File: config.mk
export PLATFORM = sky130hd
export DESIGN_NAME = mcg_clock_gen
export DESIGN_NICKNAME = d
export VERILOG_FILES = /design/src/rtl/mcg_pkg.sv /design/src/rtl/mcg_sync.sv /design/src/rtl/mcg_prescale.sv /design/src/rtl/mcg_clock_gen.sv
export VERILOG_INCLUDE_DIRS = /design/src /design/src/rtl
export SDC_FILE = /design/constraint.sdc
export NUM_CORES = 1
export LEC_CHECK = 0
export BUFFER_PORTS_ARGS = -buffer_cell sky130_fd_sc_hd__buf_2
export CORE_MARGIN = 2
export CORE_UTILIZATION = 50
export CTS_CLUSTER_DIAMETER = 50
export DETAILED_ROUTE_END_ITERATION = 7
export GPL_TIMING_DRIVEN = 0
export PLACE_DENSITY = 0.77
export SLEW_MARGIN = 20
export SYNTH_ARGS = -nofsm -noshare
export SYNTH_HDL_FRONTEND = slang
export SYNTH_HIERARCHICAL = 1
export SYNTH_SLANG_ARGS = --single-unit
File: constraint.sdc
create_clock -name i_clk_sys -period 3.5 [get_ports i_clk_sys]
set_clock_uncertainty 0.2 [all_clocks]
set_input_delay 0.7 -clock i_clk_sys [delete_from_list [all_inputs] [get_ports i_clk_sys]]
set_output_delay 0.7 -clock i_clk_sys [all_outputs]
set_load 0.05 [all_outputs]
File: src/rtl/mcg_map.svh
// Address map, field positions, reset values and counts of the clock
// generator. Definitions only; included by the package, the clock generator and the bench files.
`ifndef MCG_MAP_SVH
`define MCG_MAP_SVH

// ----------------------------------------------------------------------
// Register addresses
// ----------------------------------------------------------------------
`define MCG_ADDR_W            32
`define MCG_PCC_ADDR          32'hFFFFF828
`define MCG_PROT_CMD_ADDR     32'hFFFFF1FC

// ----------------------------------------------------------------------
// Processor clock control fields
// ----------------------------------------------------------------------
`define MCG_BIT_SUB_FB_OFF    7
`define MCG_BIT_MAIN_STOP     6
`define MCG_BIT_MAIN_FB_OFF   5
`define MCG_BIT_STATUS        4
`define MCG_BIT_SUB_SEL       3
`define MCG_BIT_RSVD          2
`define MCG_BIT_DIV_HI        1
`define MCG_BIT_DIV_LO        0
`define MCG_PCC_RESET         8'h03

// ----------------------------------------------------------------------
// Divider widths and timing counts
// ----------------------------------------------------------------------
`define MCG_PRE1_W            11
`define MCG_PRE2_W            3
`define MCG_WDT_W             4
`define MCG_OST_W             16
`define MCG_OST_CYCLES        16'h0400

`endif

File: src/rtl/mcg_pkg.sv
// Types shared by the clock generator modules.
// Assumes mcg_map.svh sits beside it on the include path.
`include "mcg_map.svh"

package mcg_pkg;

    // ------------------------------------------------------------------
    // CPU clock source state, Gray coded around the switch loop
    // ------------------------------------------------------------------
    typedef enum logic [1:0] {
        MCG_SRC_MAIN    = 2'b00,
        MCG_SRC_TO_SUB  = 2'b01,
        MCG_SRC_SUB     = 2'b11,
        MCG_SRC_TO_MAIN = 2'b10
    } mcg_src_t;

endpackage : mcg_pkg

File: src/rtl/mcg_sync.sv
// Three-stage synchroniser for one asynchronous pin.
// Assumes the pin is slow against i_clk_sys; a change is taken only
// once the second and third stages agree.
`timescale 1ns/1ps

module mcg_sync
(
    // Clock and reset
    input  wire logic i_clk_sys,
    input  wire logic i_sys_rst,
    // Pin and clean level
    input  wire logic i_pin,
    output logic      o_level
);

    logic stage1_r;
    logic stage2_r;
    logic stage3_r;
    logic level_r;

    // ------------------------------------------------------------------
    // Sampling chain
    // ------------------------------------------------------------------
    // Chain of three, first stage feeds only the second
    always_ff @(posedge i_clk_sys)
    begin
        if (i_sys_rst)
        begin
            stage1_r <= 1'b0;
            stage2_r <= 1'b0;
            stage3_r <= 1'b0;
            level_r  <= 1'b0;
        end
        else
        begin
            stage1_r <= i_pin;
            stage2_r <= stage1_r;
            stage3_r <= stage2_r;
            if (stage2_r == stage3_r)
                level_r <= stage3_r;
        end
    end

    assign o_level = level_r;

endmodule : mcg_sync

File: src/rtl/mcg_prescale.sv
// Binary prescaler giving one-cycle ticks at 1/1 .. 1/2**W of the
// enabled input rate. Assumes i_run marks each input clock cycle.
`timescale 1ns/1ps

module mcg_prescale
#(
    parameter int W = 3
)
(
    // Clock and reset
    input  wire logic         i_clk_sys,
    input  wire logic         i_sys_rst,
    // Count enable and divided ticks
    input  wire logic         i_run,
    output logic [W:0]        o_tick
);

    logic [W-1:0] cnt_r;

    // ------------------------------------------------------------------
    // Counter
    // ------------------------------------------------------------------
    // Advances only on enabled cycles
    always_ff @(posedge i_clk_sys)
    begin
        if (i_sys_rst)
            cnt_r <= '0;
        else if (i_run)
            cnt_r <= cnt_r + 1'b1;
    end

    // Tick k fires when the low k bits are all ones
    assign o_tick[0] = i_run;
    genvar k;
    generate
        for (k = 1; k <= W; k++)
        begin : g_tick
            assign o_tick[k] = i_run & (&cnt_r[k-1:0]);
        end
    endgenerate

endmodule : mcg_prescale

File: src/rtl/mcg_clock_gen.sv
// Clock generator: oscillator control, CPU clock source switch,
// prescalers, watchdog clock, clock output pin, protected control reg.
// Assumes one system clock; derived clocks leave as one-cycle ticks.
// Subclock arrives as an asynchronous square wave on a pin.
//
// Overview of operation
// Main oscillator halts in STOP on main clock, or stop bit on sub.
// Subclock oscillator halts when STOP is entered while on subclock.
// First prescaler gives main clock divided by 1 up to 2048.
// Second prescaler divides main clock by 1, 2, 4, 8 for selector.
// Watchdog clock is main oscillator over 16; watchdog stops on sub.
// Control register changes only on a write inside the unlock sequence.
// Control register is byte and bit accessible, resets to 03H.
// Status flag reads 0 on main, 1 on subclock; writes ignored.
// Select bits pick main /1 /2 /4 /8; top bit set picks subclock.
// Stop bit stops main oscillator, but only once CPU is on subclock.
// Feedback resistor bits enable resistor at 0, disable at 1.
// Switch to subclock finishes within one subclock period.
// Switch back to main finishes within one subclock period.
// Software restarts main and waits stabilisation before switching back.
// Software keeps clock select fixed while clock output is driving.
// Software always writes bit 2 of the control register as zero.
// Wait on subclock with main absent releases only by reset.
// Clocks run or stop by state; CPU stops in reset, OST, IDLE, STOP.
// Watchdog clock may toggle on subclock, but watchdog itself stops.
// Clock output pin drives system clock when running, low when stopped.
// After reset the clock output pin is undriven until selected.
// External clock needs main resistor off; stabilisation still inserted.
// Write to protection command arms one write; other access disarms.
`timescale 1ns/1ps
`include "mcg_map.svh"

module mcg_clock_gen
    import mcg_pkg::*;
#(
    parameter logic [`MCG_OST_W-1:0] OST_CYCLES = `MCG_OST_CYCLES
)
(
    // Clock and reset
    input  wire logic                   i_clk_sys,
    input  wire logic                   i_sys_rst,
    // Register port
    input  wire logic [`MCG_ADDR_W-1:0] i_reg_addr,
    input  wire logic [7:0]             i_reg_wdata,
    input  wire logic                   i_reg_wr,
    input  wire logic                   i_reg_rd,
    output logic [7:0]                  o_reg_rdata,
    // Operating state from the standby controller
    input  wire logic                   i_stop_mode,
    input  wire logic                   i_idle_mode,
    input  wire logic                   i_wait_req,
    input  wire logic                   i_port_cm_mode_control,
    // Subclock square wave from the sub oscillator
    input  wire logic                   i_sub_osc_pin,
    // Oscillator controls
    output logic                        o_main_osc_en,
    output logic                        o_sub_osc_en,
    output logic                        o_main_fb_res_off,
    output logic                        o_sub_fb_res_off,
    // Derived clock ticks
    output logic                        o_cpu_tick,
    output logic                        o_sys_tick,
    output logic [`MCG_PRE1_W:0]        o_periph_tick,
    output logic                        o_wdt_tick,
    output logic                        o_wdt_run,
    // Status and stall
    output logic                        o_cpu_clock_status,
    output logic                        o_wait_lock,
    // Clock output pin
    output logic                        o_clock_output_pin,
    output logic                        o_clock_output_pin_oe
);

    // ------------------------------------------------------------------
    // Declarations
    // ------------------------------------------------------------------
    logic                   sub_fb_off_r;
    logic                   main_osc_stop_bit_r;
    logic                   main_fb_off_r;
    logic                   subclock_select_bit_r;
    logic                   divider_select_hi_r;
    logic                   divider_select_lo_r;
    logic                   armed_r;
    mcg_src_t               src_r;
    mcg_src_t               src_nxt;
    logic [`MCG_OST_W-1:0]  ost_cnt_r;
    logic                   sub_level;
    logic                   sub_level_d_r;
    logic                   wait_lock_r;
    logic                   clock_output_pin_phase_r;
    logic                   clock_output_pin_oe_r;
    logic [7:0]             rdata_r;
    logic                   cpu_tick_r;
    logic                   sys_tick_r;
    logic [`MCG_PRE1_W:0]   periph_tick_r;
    logic                   wdt_tick_r;
    logic                   wdt_run_r;
    logic                   main_osc_en_r;
    logic                   sub_osc_en_r;
    logic [`MCG_PRE1_W:0]   pre1_tick;
    logic [`MCG_PRE2_W:0]   pre2_tick;
    logic [`MCG_WDT_W:0]    wdt_div_tick;

    // ------------------------------------------------------------------
    // Register decode
    // ------------------------------------------------------------------
    wire hit_pcc      = (i_reg_addr == `MCG_PCC_ADDR);
    wire hit_prot     = (i_reg_addr == `MCG_PROT_CMD_ADDR);
    wire any_access   = i_reg_wr | i_reg_rd;
    wire prot_wr      = i_reg_wr & hit_prot;
    wire pcc_wr_ok    = i_reg_wr & hit_pcc & armed_r;
    wire status_flag  = (src_r == MCG_SRC_SUB) |
                        (src_r == MCG_SRC_TO_MAIN);

    // Read view; bit 2 reads zero, status comes from the switch
    wire [7:0] pcc_view = {sub_fb_off_r, main_osc_stop_bit_r,
                           main_fb_off_r, status_flag,
                           subclock_select_bit_r, 1'b0,
                           divider_select_hi_r, divider_select_lo_r};
    wire [7:0] rdata_nxt = (i_reg_rd & hit_pcc) ? pcc_view : 8'h00;

    // ------------------------------------------------------------------
    // Oscillator halt conditions
    // ------------------------------------------------------------------
    // Main stops in STOP on main, or by stop bit once on subclock
    wire main_halt = (i_stop_mode & ~status_flag) |
                     (main_osc_stop_bit_r & status_flag);
    // Subclock stops only in STOP while on subclock
    wire sub_halt  = i_stop_mode & status_flag;
    wire main_on   = ~main_halt;
    wire main_ok   = main_on & (ost_cnt_r == '0);

    // ------------------------------------------------------------------
    // Subclock edge detection
    // ------------------------------------------------------------------
    // Rising edge of the cleaned subclock, ignored while halted
    wire sub_edge  = sub_level & ~sub_level_d_r & ~sub_halt;

    // ------------------------------------------------------------------
    // Run conditions by operating state
    // ------------------------------------------------------------------
    wire core_run   = ~i_idle_mode & ~i_stop_mode;
    wire fxx_run    = main_ok & core_run;
    wire periph_run = main_ok & core_run;
    wire wdt_clk_on = main_on & core_run;

    // ------------------------------------------------------------------
    // CPU and system clock selection
    // ------------------------------------------------------------------
    wire [1:0] div_sel  = {divider_select_hi_r, divider_select_lo_r};
    wire main_sel_tick  = pre2_tick[div_sel];
    wire cpu_tick_nxt   = status_flag ? (sub_edge & core_run)
                                      : (main_sel_tick & main_ok);
    // Wait lock freezes the CPU, never the system clock source
    wire cpu_run_nxt    = cpu_tick_nxt & ~wait_lock_r;

    // ------------------------------------------------------------------
    // Wait lock condition
    // ------------------------------------------------------------------
    wire lock_set = status_flag & ~main_ok & i_wait_req;

    // ------------------------------------------------------------------
    // Source switch next state
    // ------------------------------------------------------------------
    // Each switch completes on a subclock rising edge, the one back to main only once main_ok
    always_comb
    begin
        src_nxt = src_r;
        case (src_r)
            MCG_SRC_MAIN:
                if (subclock_select_bit_r)
                    src_nxt = MCG_SRC_TO_SUB;
            MCG_SRC_TO_SUB:
                if (!subclock_select_bit_r)
                    src_nxt = MCG_SRC_MAIN;
                else if (sub_edge)
                    src_nxt = MCG_SRC_SUB;
            MCG_SRC_SUB:
                if (!subclock_select_bit_r)
                    src_nxt = MCG_SRC_TO_MAIN;
            MCG_SRC_TO_MAIN:
                if (subclock_select_bit_r)
                    src_nxt = MCG_SRC_SUB;
                else if (sub_edge && main_ok)
                    src_nxt = MCG_SRC_MAIN;
            default:
                src_nxt = MCG_SRC_MAIN;
        endcase
    end

    // ------------------------------------------------------------------
    // Prescaler instances
    // ------------------------------------------------------------------
    // First prescaler: peripheral ticks fxx .. fxx/2048
    mcg_prescale #(.W(`MCG_PRE1_W)) u_pre1
    (
        .i_clk_sys (i_clk_sys),
        .i_sys_rst (i_sys_rst),
        .i_run     (periph_run),
        .o_tick    (pre1_tick)
    );

    // Second prescaler: fxx .. fxx/8 for the CPU clock selector
    mcg_prescale #(.W(`MCG_PRE2_W)) u_pre2
    (
        .i_clk_sys (i_clk_sys),
        .i_sys_rst (i_sys_rst),
        .i_run     (fxx_run),
        .o_tick    (pre2_tick)
    );

    // Watchdog divider: fx/16, runs during stabilisation too
    mcg_prescale #(.W(`MCG_WDT_W)) u_wdt_div
    (
        .i_clk_sys (i_clk_sys),
        .i_sys_rst (i_sys_rst),
        .i_run     (wdt_clk_on),
        .o_tick    (wdt_div_tick)
    );

    // Subclock pin synchroniser
    mcg_sync u_sub_sync
    (
        .i_clk_sys (i_clk_sys),
        .i_sys_rst (i_sys_rst),
        .i_pin     (i_sub_osc_pin),
        .o_level   (sub_level)
    );

    // ------------------------------------------------------------------
    // Protected control register
    // ------------------------------------------------------------------
    // Reset value 03H; bit 2 and status are not stored
    always_ff @(posedge i_clk_sys)
    begin
        if (i_sys_rst)
        begin
            sub_fb_off_r          <= 1'(`MCG_PCC_RESET >> `MCG_BIT_SUB_FB_OFF);
            main_osc_stop_bit_r   <= 1'b0;
            main_fb_off_r         <= 1'b0;
            subclock_select_bit_r <= 1'b0;
            divider_select_hi_r   <= 1'b1;
            divider_select_lo_r   <= 1'b1;
        end
        else if (pcc_wr_ok)
        begin
            sub_fb_off_r          <= i_reg_wdata[`MCG_BIT_SUB_FB_OFF];
            main_osc_stop_bit_r   <= i_reg_wdata[`MCG_BIT_MAIN_STOP];
            main_fb_off_r         <= i_reg_wdata[`MCG_BIT_MAIN_FB_OFF];
            subclock_select_bit_r <= i_reg_wdata[`MCG_BIT_SUB_SEL];
            divider_select_hi_r   <= i_reg_wdata[`MCG_BIT_DIV_HI];
            divider_select_lo_r   <= i_reg_wdata[`MCG_BIT_DIV_LO];
        end
    end

    // ------------------------------------------------------------------
    // Unlock sequence
    // ------------------------------------------------------------------
    // Protection write arms; any other access spends or drops it
    always_ff @(posedge i_clk_sys)
    begin
        if (i_sys_rst)
            armed_r <= 1'b0;
        else if (prot_wr)
            armed_r <= 1'b1;
        else if (any_access)
            armed_r <= 1'b0;
    end

    // ------------------------------------------------------------------
    // Read data
    // ------------------------------------------------------------------
    // Valid only in the cycle after the read strobe
    always_ff @(posedge i_clk_sys)
    begin
        if (i_sys_rst)
            rdata_r <= 8'h00;
        else
            rdata_r <= rdata_nxt;
    end

    // ------------------------------------------------------------------
    // Oscillation stabilisation counter
    // ------------------------------------------------------------------
    // Restarts whenever the main oscillator is halted
    always_ff @(posedge i_clk_sys)
    begin
        if (i_sys_rst)
            ost_cnt_r <= OST_CYCLES;
        else if (!main_on)
            ost_cnt_r <= OST_CYCLES;
        else if (ost_cnt_r != '0)
            ost_cnt_r <= ost_cnt_r - 1'b1;
    end

    // ------------------------------------------------------------------
    // Source switch state and subclock edge memory
    // ------------------------------------------------------------------
    always_ff @(posedge i_clk_sys)
    begin
        if (i_sys_rst)
        begin
            src_r         <= MCG_SRC_MAIN;
            sub_level_d_r <= 1'b0;
        end
        else
        begin
            src_r         <= src_nxt;
            sub_level_d_r <= sub_level;
        end
    end

    // ------------------------------------------------------------------
    // Wait lock
    // ------------------------------------------------------------------
    // Sticky until reset; nothing else clears it
    always_ff @(posedge i_clk_sys)
    begin
        if (i_sys_rst)
            wait_lock_r <= 1'b0;
        else if (lock_set)
            wait_lock_r <= 1'b1;
    end

    // ------------------------------------------------------------------
    // Clock ticks and oscillator controls
    // ------------------------------------------------------------------
    // All zero during reset, so every derived clock stops
    always_ff @(posedge i_clk_sys)
    begin
        if (i_sys_rst)
        begin
            cpu_tick_r    <= 1'b0;
            sys_tick_r    <= 1'b0;
            periph_tick_r <= '0;
            wdt_tick_r    <= 1'b0;
            wdt_run_r     <= 1'b0;
            main_osc_en_r <= 1'b0;
            sub_osc_en_r  <= 1'b0;
        end
        else
        begin
            cpu_tick_r    <= cpu_run_nxt;
            sys_tick_r    <= cpu_tick_nxt;
            periph_tick_r <= pre1_tick;
            wdt_tick_r    <= wdt_div_tick[`MCG_WDT_W];
            wdt_run_r     <= ~status_flag & wdt_clk_on;
            main_osc_en_r <= main_on;
            sub_osc_en_r  <= ~sub_halt;
        end
    end

    // ------------------------------------------------------------------
    // Clock output pin
    // ------------------------------------------------------------------
    // Toggles per system tick, low while the system clock is stopped
    always_ff @(posedge i_clk_sys)
    begin
        if (i_sys_rst)
        begin
            clock_output_pin_phase_r <= 1'b0;
            clock_output_pin_oe_r    <= 1'b0;
        end
        else
        begin
            clock_output_pin_oe_r <= i_port_cm_mode_control;
            if (!core_run || !(status_flag || main_ok))
                clock_output_pin_phase_r <= 1'b0;
            else if (cpu_tick_nxt)
                clock_output_pin_phase_r <= ~clock_output_pin_phase_r;
        end
    end

    // ------------------------------------------------------------------
    // Output assignments
    // ------------------------------------------------------------------
    assign o_reg_rdata           = rdata_r;
    assign o_main_osc_en         = main_osc_en_r;
    assign o_sub_osc_en          = sub_osc_en_r;
    assign o_main_fb_res_off     = main_fb_off_r;
    assign o_sub_fb_res_off      = sub_fb_off_r;
    assign o_cpu_tick            = cpu_tick_r;
    assign o_sys_tick            = sys_tick_r;
    assign o_periph_tick         = periph_tick_r;
    assign o_wdt_tick            = wdt_tick_r;
    assign o_wdt_run             = wdt_run_r;
    assign o_cpu_clock_status    = src_r[1];
    assign o_wait_lock           = wait_lock_r;
    assign o_clock_output_pin    = clock_output_pin_phase_r;
    assign o_clock_output_pin_oe = clock_output_pin_oe_r;

endmodule : mcg_clock_gen

# [Yosys cells after proc, flatten, opt, wreduce, memory -nomap -nowiden]
# Cells that the tools add are included.
[totals] reg_bits=77 out_inout_bits=32
[op_classes] mux=12 order_cmp=1 bitwise_logic=47 reduce_logical=26 n_eq_ne=10 add_sub_neg=4
[op_table] op="32-bit == test, second input constant" count=2
[op_table] op="1-bit bitwise AND" count=34
[op_table] op="16-bit zero test" count=1
[op_table] op="16-bit nonzero test" count=1
[op_table] op="16-bit by 1-bit subtractor with 16-bit output, second input constant" count=1
[op_table] op="2-bit 2-to-1 mux" count=6
[op_table] op="4-bit AND reduction" count=3
[op_table] op="11-bit by 1-bit adder with 11-bit output, second input constant" count=1
[op_table] op="11-bit AND reduction" count=1
[op_table] op="1-bit NOT" count=10
[op_table] op="10-bit AND reduction" count=1
[op_table] op="9-bit AND reduction" count=1
[op_table] op="2-bit one-hot mux with 4 select lines" count=1
[op_table] op="8-bit AND reduction" count=1
[op_table] op="7-bit AND reduction" count=1
[op_table] op="3-bit AND reduction" count=2
[op_table] op="6-bit AND reduction" count=1
[op_table] op="2-bit OR reduction" count=3
[op_table] op="5-bit AND reduction" count=1
[op_table] op="4-bit by 1-bit adder with 4-bit output, second input constant" count=1
[op_table] op="2-bit == test, second input constant" count=2
[op_table] op="1-bit 2-to-1 mux" count=4
[op_table] op="2-bit inequality test, second input constant" count=2
[op_table] op="2-bit AND reduction" count=2
[op_table] op="other kinds (13)" count=17

# [Logic depth before layout (Yosys ltp)]
[logic_depth] depth_word=14 ltp_mapped=13 ltp_nobuf=11

# [By module]
# The synthesis kept the hierarchy.
[modules_own_cells] mod="mcg_clock_gen" area_per_inst_um2=2416.1 instances=1 seq_area_each_um2=1081.0 cells_each=259
[modules_own_cells] mod="mcg_prescale (u_pre1)" area_per_inst_um2=589.3 instances=1 seq_area_each_um2=220.2 cells_each=67
[modules_own_cells] mod="mcg_prescale (u_wdt_div)" area_per_inst_um2=226.5 instances=1 seq_area_each_um2=80.1 cells_each=22
[modules_own_cells] mod="mcg_prescale (u_pre2)" area_per_inst_um2=160.2 instances=1 seq_area_each_um2=60.1 cells_each=16
[modules_own_cells] mod="mcg_sync" area_per_inst_um2=112.6 instances=1 seq_area_each_um2=80.1 cells_each=10

# [Worst setup path before layout]
# No wires, ideal clock.
[synth_path] path_type="register to register" startpoint="reg ost_cnt_r[7]" endpoint="reg cpu_tick_r, in the netlist o_cpu_tick" setup_time_ns=0.080 path_buffers=2 synth_period_minus_slack_ns=3.197 path_stages_with_launch=12 setup_slack_ns=0.303 t_arrival_ns=2.918 path_cell_list="dfxtp_1 > nor4_1 > and4_1 > clkbuf_1 > nand3_1 > nor3_1 > clkbuf_2 > and2_2 > mux4_2 > and2_1 > a41oi_1 > nor3_1"
[synth_via] elab_chain_len=9 word_cells_on_any_way=11 classes_between="mux: 3; bitwise: 7; reduce/logical: 1"
[synth_rtl] item="from (decl)" line_no="mcg_clock_gen.sv:86" text="logic [`MCG_OST_W-1:0] ost_cnt_r;"
[synth_rtl] item="from (signal assigned)" line_no="mcg_clock_gen.sv:293" text="ost_cnt_r <= ost_cnt_r - 1'b1;"
[synth_rtl] item="16-bit zero test" line_no="mcg_clock_gen.sv:131" text="wire main_ok = main_on & (ost_cnt_r == '0);"
[synth_rtl] item="1-bit bitwise AND" line_no="mcg_clock_gen.sv:131"
[synth_rtl] item="1-bit bitwise AND" line_no="mcg_clock_gen.sv:143" text="wire fxx_run = main_ok & core_run;"
[synth_rtl] item="net fxx_run" line_no="mcg_clock_gen.sv:143"
[synth_rtl] item="1-bit bitwise AND" line_no="mcg_prescale.sv:38" text="assign o_tick[k] = i_run & (&cnt_r[k-1:0]);"
[synth_rtl] item="net pre2_tick[1]" line_no="mcg_clock_gen.sv:101" text="logic [`MCG_PRE2_W:0] pre2_tick;"
[synth_rtl] item="1-bit binary-select mux with 2-bit select" line_no="mcg_clock_gen.sv:151" text="wire main_sel_tick = pre2_tick[div_sel];"
[synth_rtl] item="1-bit 2-to-1 mux (not written as such)" line_no="mcg_clock_gen.sv:151"
[synth_rtl] item="1-bit bitwise AND" line_no="mcg_clock_gen.sv:153" text=": (main_sel_tick & main_ok);"
[synth_rtl] item="1-bit 2-to-1 mux" line_no="mcg_clock_gen.sv:152" text="wire cpu_tick_nxt = status_flag ? (sub_edge & core_run)"
[synth_rtl] item="1-bit bitwise AND" line_no="mcg_clock_gen.sv:155" text="wire cpu_run_nxt = cpu_tick_nxt & ~wait_lock_r;"
[synth_rtl] item="to (signal assigned)" line_no="mcg_clock_gen.sv:343" text="cpu_tick_r <= cpu_run_nxt;"
[synth_rtl] item="to (decl)" line_no="mcg_clock_gen.sv:93" text="logic cpu_tick_r;"
# The timed path passes the listed nets, and every way through them passes these cells. The select of a mux whose other input is x is not followed.
# A chain may end at the register's enable or synchronous reset.

# [Worst setup path in the final report]
[layout_path] startpoint="reg ost_cnt_r[2]" endpoint="reg u_pre1.cnt_r[10]"
[layout_via] elab_chain_len=3
[layout_rtl] item="16-bit zero test" line_no="mcg_clock_gen.sv:131"
[layout_rtl] item="1-bit bitwise AND" line_no="mcg_clock_gen.sv:131"
[layout_rtl] item="1-bit bitwise AND"
[layout_rtl] item="net fxx_run" line_no="mcg_clock_gen.sv:143"
[layout_rtl] item="to (signal assigned)" line_no="mcg_prescale.sv:29" text="cnt_r <= cnt_r + 1'b1;"
[layout_rtl] item="to (decl)" line_no="mcg_prescale.sv:18" text="logic [W-1:0] cnt_r;"
# The timed path passes the listed nets, and every way through them passes these cells.

==> run_results.csv <==
group,metric,value,unit
status,status,"completed",
placement,placedInstanceArea,3970,µm²
placement,gp_congestion,0.792,
synthesis,synthesis.area,3480,µm²
finish,multi_input_area,1850,µm²
timing,min_period,3200,ps
critical_path,crit_path_start,"ost_cnt_r[2]",
grt,antenna_found_initial,0,
clocking,tritoncts,"built",
timing,rsz0062_at_grt,"false",
critical_path,path_cells,"nor4_1, nand3_1, nor3_4, buf_4, nand4_1, nor3_2, mux2_2",
placement,io_buffer_count,76,
finish,syn_to_final_growth,22.0,%
die,core_area,6760,µm²
clocking,cts_buffers,9,
synthesis,yosysWarningCount,6,
die,start_util,0.516,
placement,post-place-cells,527,
critical_path,crit_required,3540,ps
clocking,clock_path_buffers,2,
clocking,cts_root_buf,"clkbuf_8",
clocking,clk_latency,360,ps
finish,diodes,0,
routing,finalWirelength,7.19,mm
timing,final_max_slew_viol_count,0,
critical_path,cp.arrival,3240,ps
finish,seq_area,1520,µm²
die,fp.dieArea,7650,µm²
timing,hold_violations,0,
pwr,vdd_drop_max,0.000221,V
critical_path,critPathLaunchType,"flop",
min_path,hp-start,"u_sub_sync/stage1_r",
routing,drc_errors,0,
pwr,p_total,1.96,mW
routing,drt-initial-drc-count,80,
min_path,hold_path_class,"flop to flop",
timing,slew-limit-headroom,0.345,
grt,grt_max_degree,17,
grt,grt_pass1_wl,11.7,mm
routing,firstDrtPassIters,4,
die,die_x,87.5,µm
critical_path,worstSetupEndpointType,"flop",
finish,fin_area,4250,µm²
timing,timing.final.crit_share,0.914,
flow_run,drv_cap,0,
synthesis,avgSynthCellArea,9.39,µm²
timing,setup_viol,0,
pwr,p_per_area,462,nW/µm²
synthesis,syn_nets,435,
pwr,total_leakage_power,1.84,nW
critical_path,crit_fanout,6,
grt,grt_overflow_total,0,
finish,layoutNonFillerInstCount,544,
grt,grt_pass1_vias,2661,
critical_path,worst-r2r-setup-slack,300,ps
critical_path,r2r-start,"ost_cnt_r[2]",
die,dieHeight,87.5,µm
finish,nets,523,
synthesis,synthCells,371,
die,pin_count,81,
grt,grt_usage,0.195,
critical_path,slowest_delay,850,ps
routing,avgViaCountPerCell,5.44,
die,rows,30,
finish,drive_above_1_share,0.269,
critical_path,path_class,"flop to flop",
critical_path,slowest_stage,"nor4_1",
timing,fmax,0.312,GHz
routing,postRouteAntennaNets,0,
placement,dpl.hpwl,5.33,mm
clocking,path_clk_slew,80,ps
routing,routedWlPerCell,13.2,µm
clocking,clock-sinks,76,
clocking,ctsHoldBuffers,0,
timing,tightest_slew,973,ps
clocking,htreeDepth,3,
finish,n_fill_cell,606,
routing,num_vias,2959,
[timing repair]
| action | 4_1_cts | 5_1_grt |
|---|---|---|
| resized for setup | 3 | 0 |
| pin swaps | 0 | 1 |
| buffers inserted | 0 | 2 |
| setup endpoints to repair | 9 | 5 |
[report_power, final]
| group | total, mW | switching, mW | internal (mW) |
|---|---|---|---|
| clock network | 0.840 | 0.326 | 0.515 |
| logic | 0.219 | 0.122 | 0.0972 |
| registers | 0.904 | 0.0192 | 0.885 |
| total | 1.96 | 0.466 | 1.50 |
[registers in the layout, summed over array words and instances, names as in the netlist, 2 cells and up]
signal	flops
u_pre1/cnt_r	11
o_periph_tick	12
u_pre2/cnt_r	3
src_r	2
ost_cnt_r	16
o_reg_rdata	7
u_wdt_div/cnt_r	4
[path summary, 6_finish.rpt]
check	to	cells after the start
worst min register to register	u_sub_sync/stage2_r	1
worst min-delay path	u_sub_sync/stage2_r	1
worst max-delay path	u_pre1/cnt_r[10]	7
worst max register to register	u_pre1/cnt_r[10]	7
[layer usage]
layer	global-route usage	vias up	part of all wire
met4	0.0755	0	0.016
met3	0.0493	9	0.048
li1	-	1516	-
met1	0.235	1369	0.45
met2	0.333	65	0.48
met5	0	-	0
[critical path: cells and delay by family, from the launching register on]
kind,cells,cell delay [ps]
multiplexers,1,360
flip-flops,1,360
AND/OR/NAND/NOR,5,1990
buffers and inverters,1,180
[cell type report]
class | count | share of cell area
sequential | 76 | 0.358
clock buffer | 11 | 0.0356
tap | 80 | 0.0235
buffer | 18 | 0.0227
timing repair buffer | 78 | 0.0930
multi-input combinational | 267 | 0.434
clock inverter | 5 | 0.0253
inverter | 9 | 0.00794
[per-stage QoR]
step	TNS, ps	hold slack [ps]	utilization	worst slack (ps)
after global routing	0	280	0.629	39.6
after global placement	-1270	227	0.587	-281
final	0	245	0.629	300
after detailed placement	-1610	232	0.587	-352
after CTS	0	252	0.628	79.1
after floorplan	0	214	-	303
[layout by cell type (no fill, tap or decap), types with 11 or more instances in the layout]
| cell | n |
|---|---|
| a21oi_1 | 27 |
| and2_1 | 17 |
| buf_2 | 77 |
| clkbuf_8 | 11 |
| dfxtp_1 | 76 |
| ha_1 | 15 |
| mux2i_1 | 11 |
| nand2_1 | 11 |
| nand4_1 | 15 |
| nor2_1 | 34 |
| nor2b_1 | 22 |
| or3_1 | 13 |
Power figures use the tool's default switching activity.
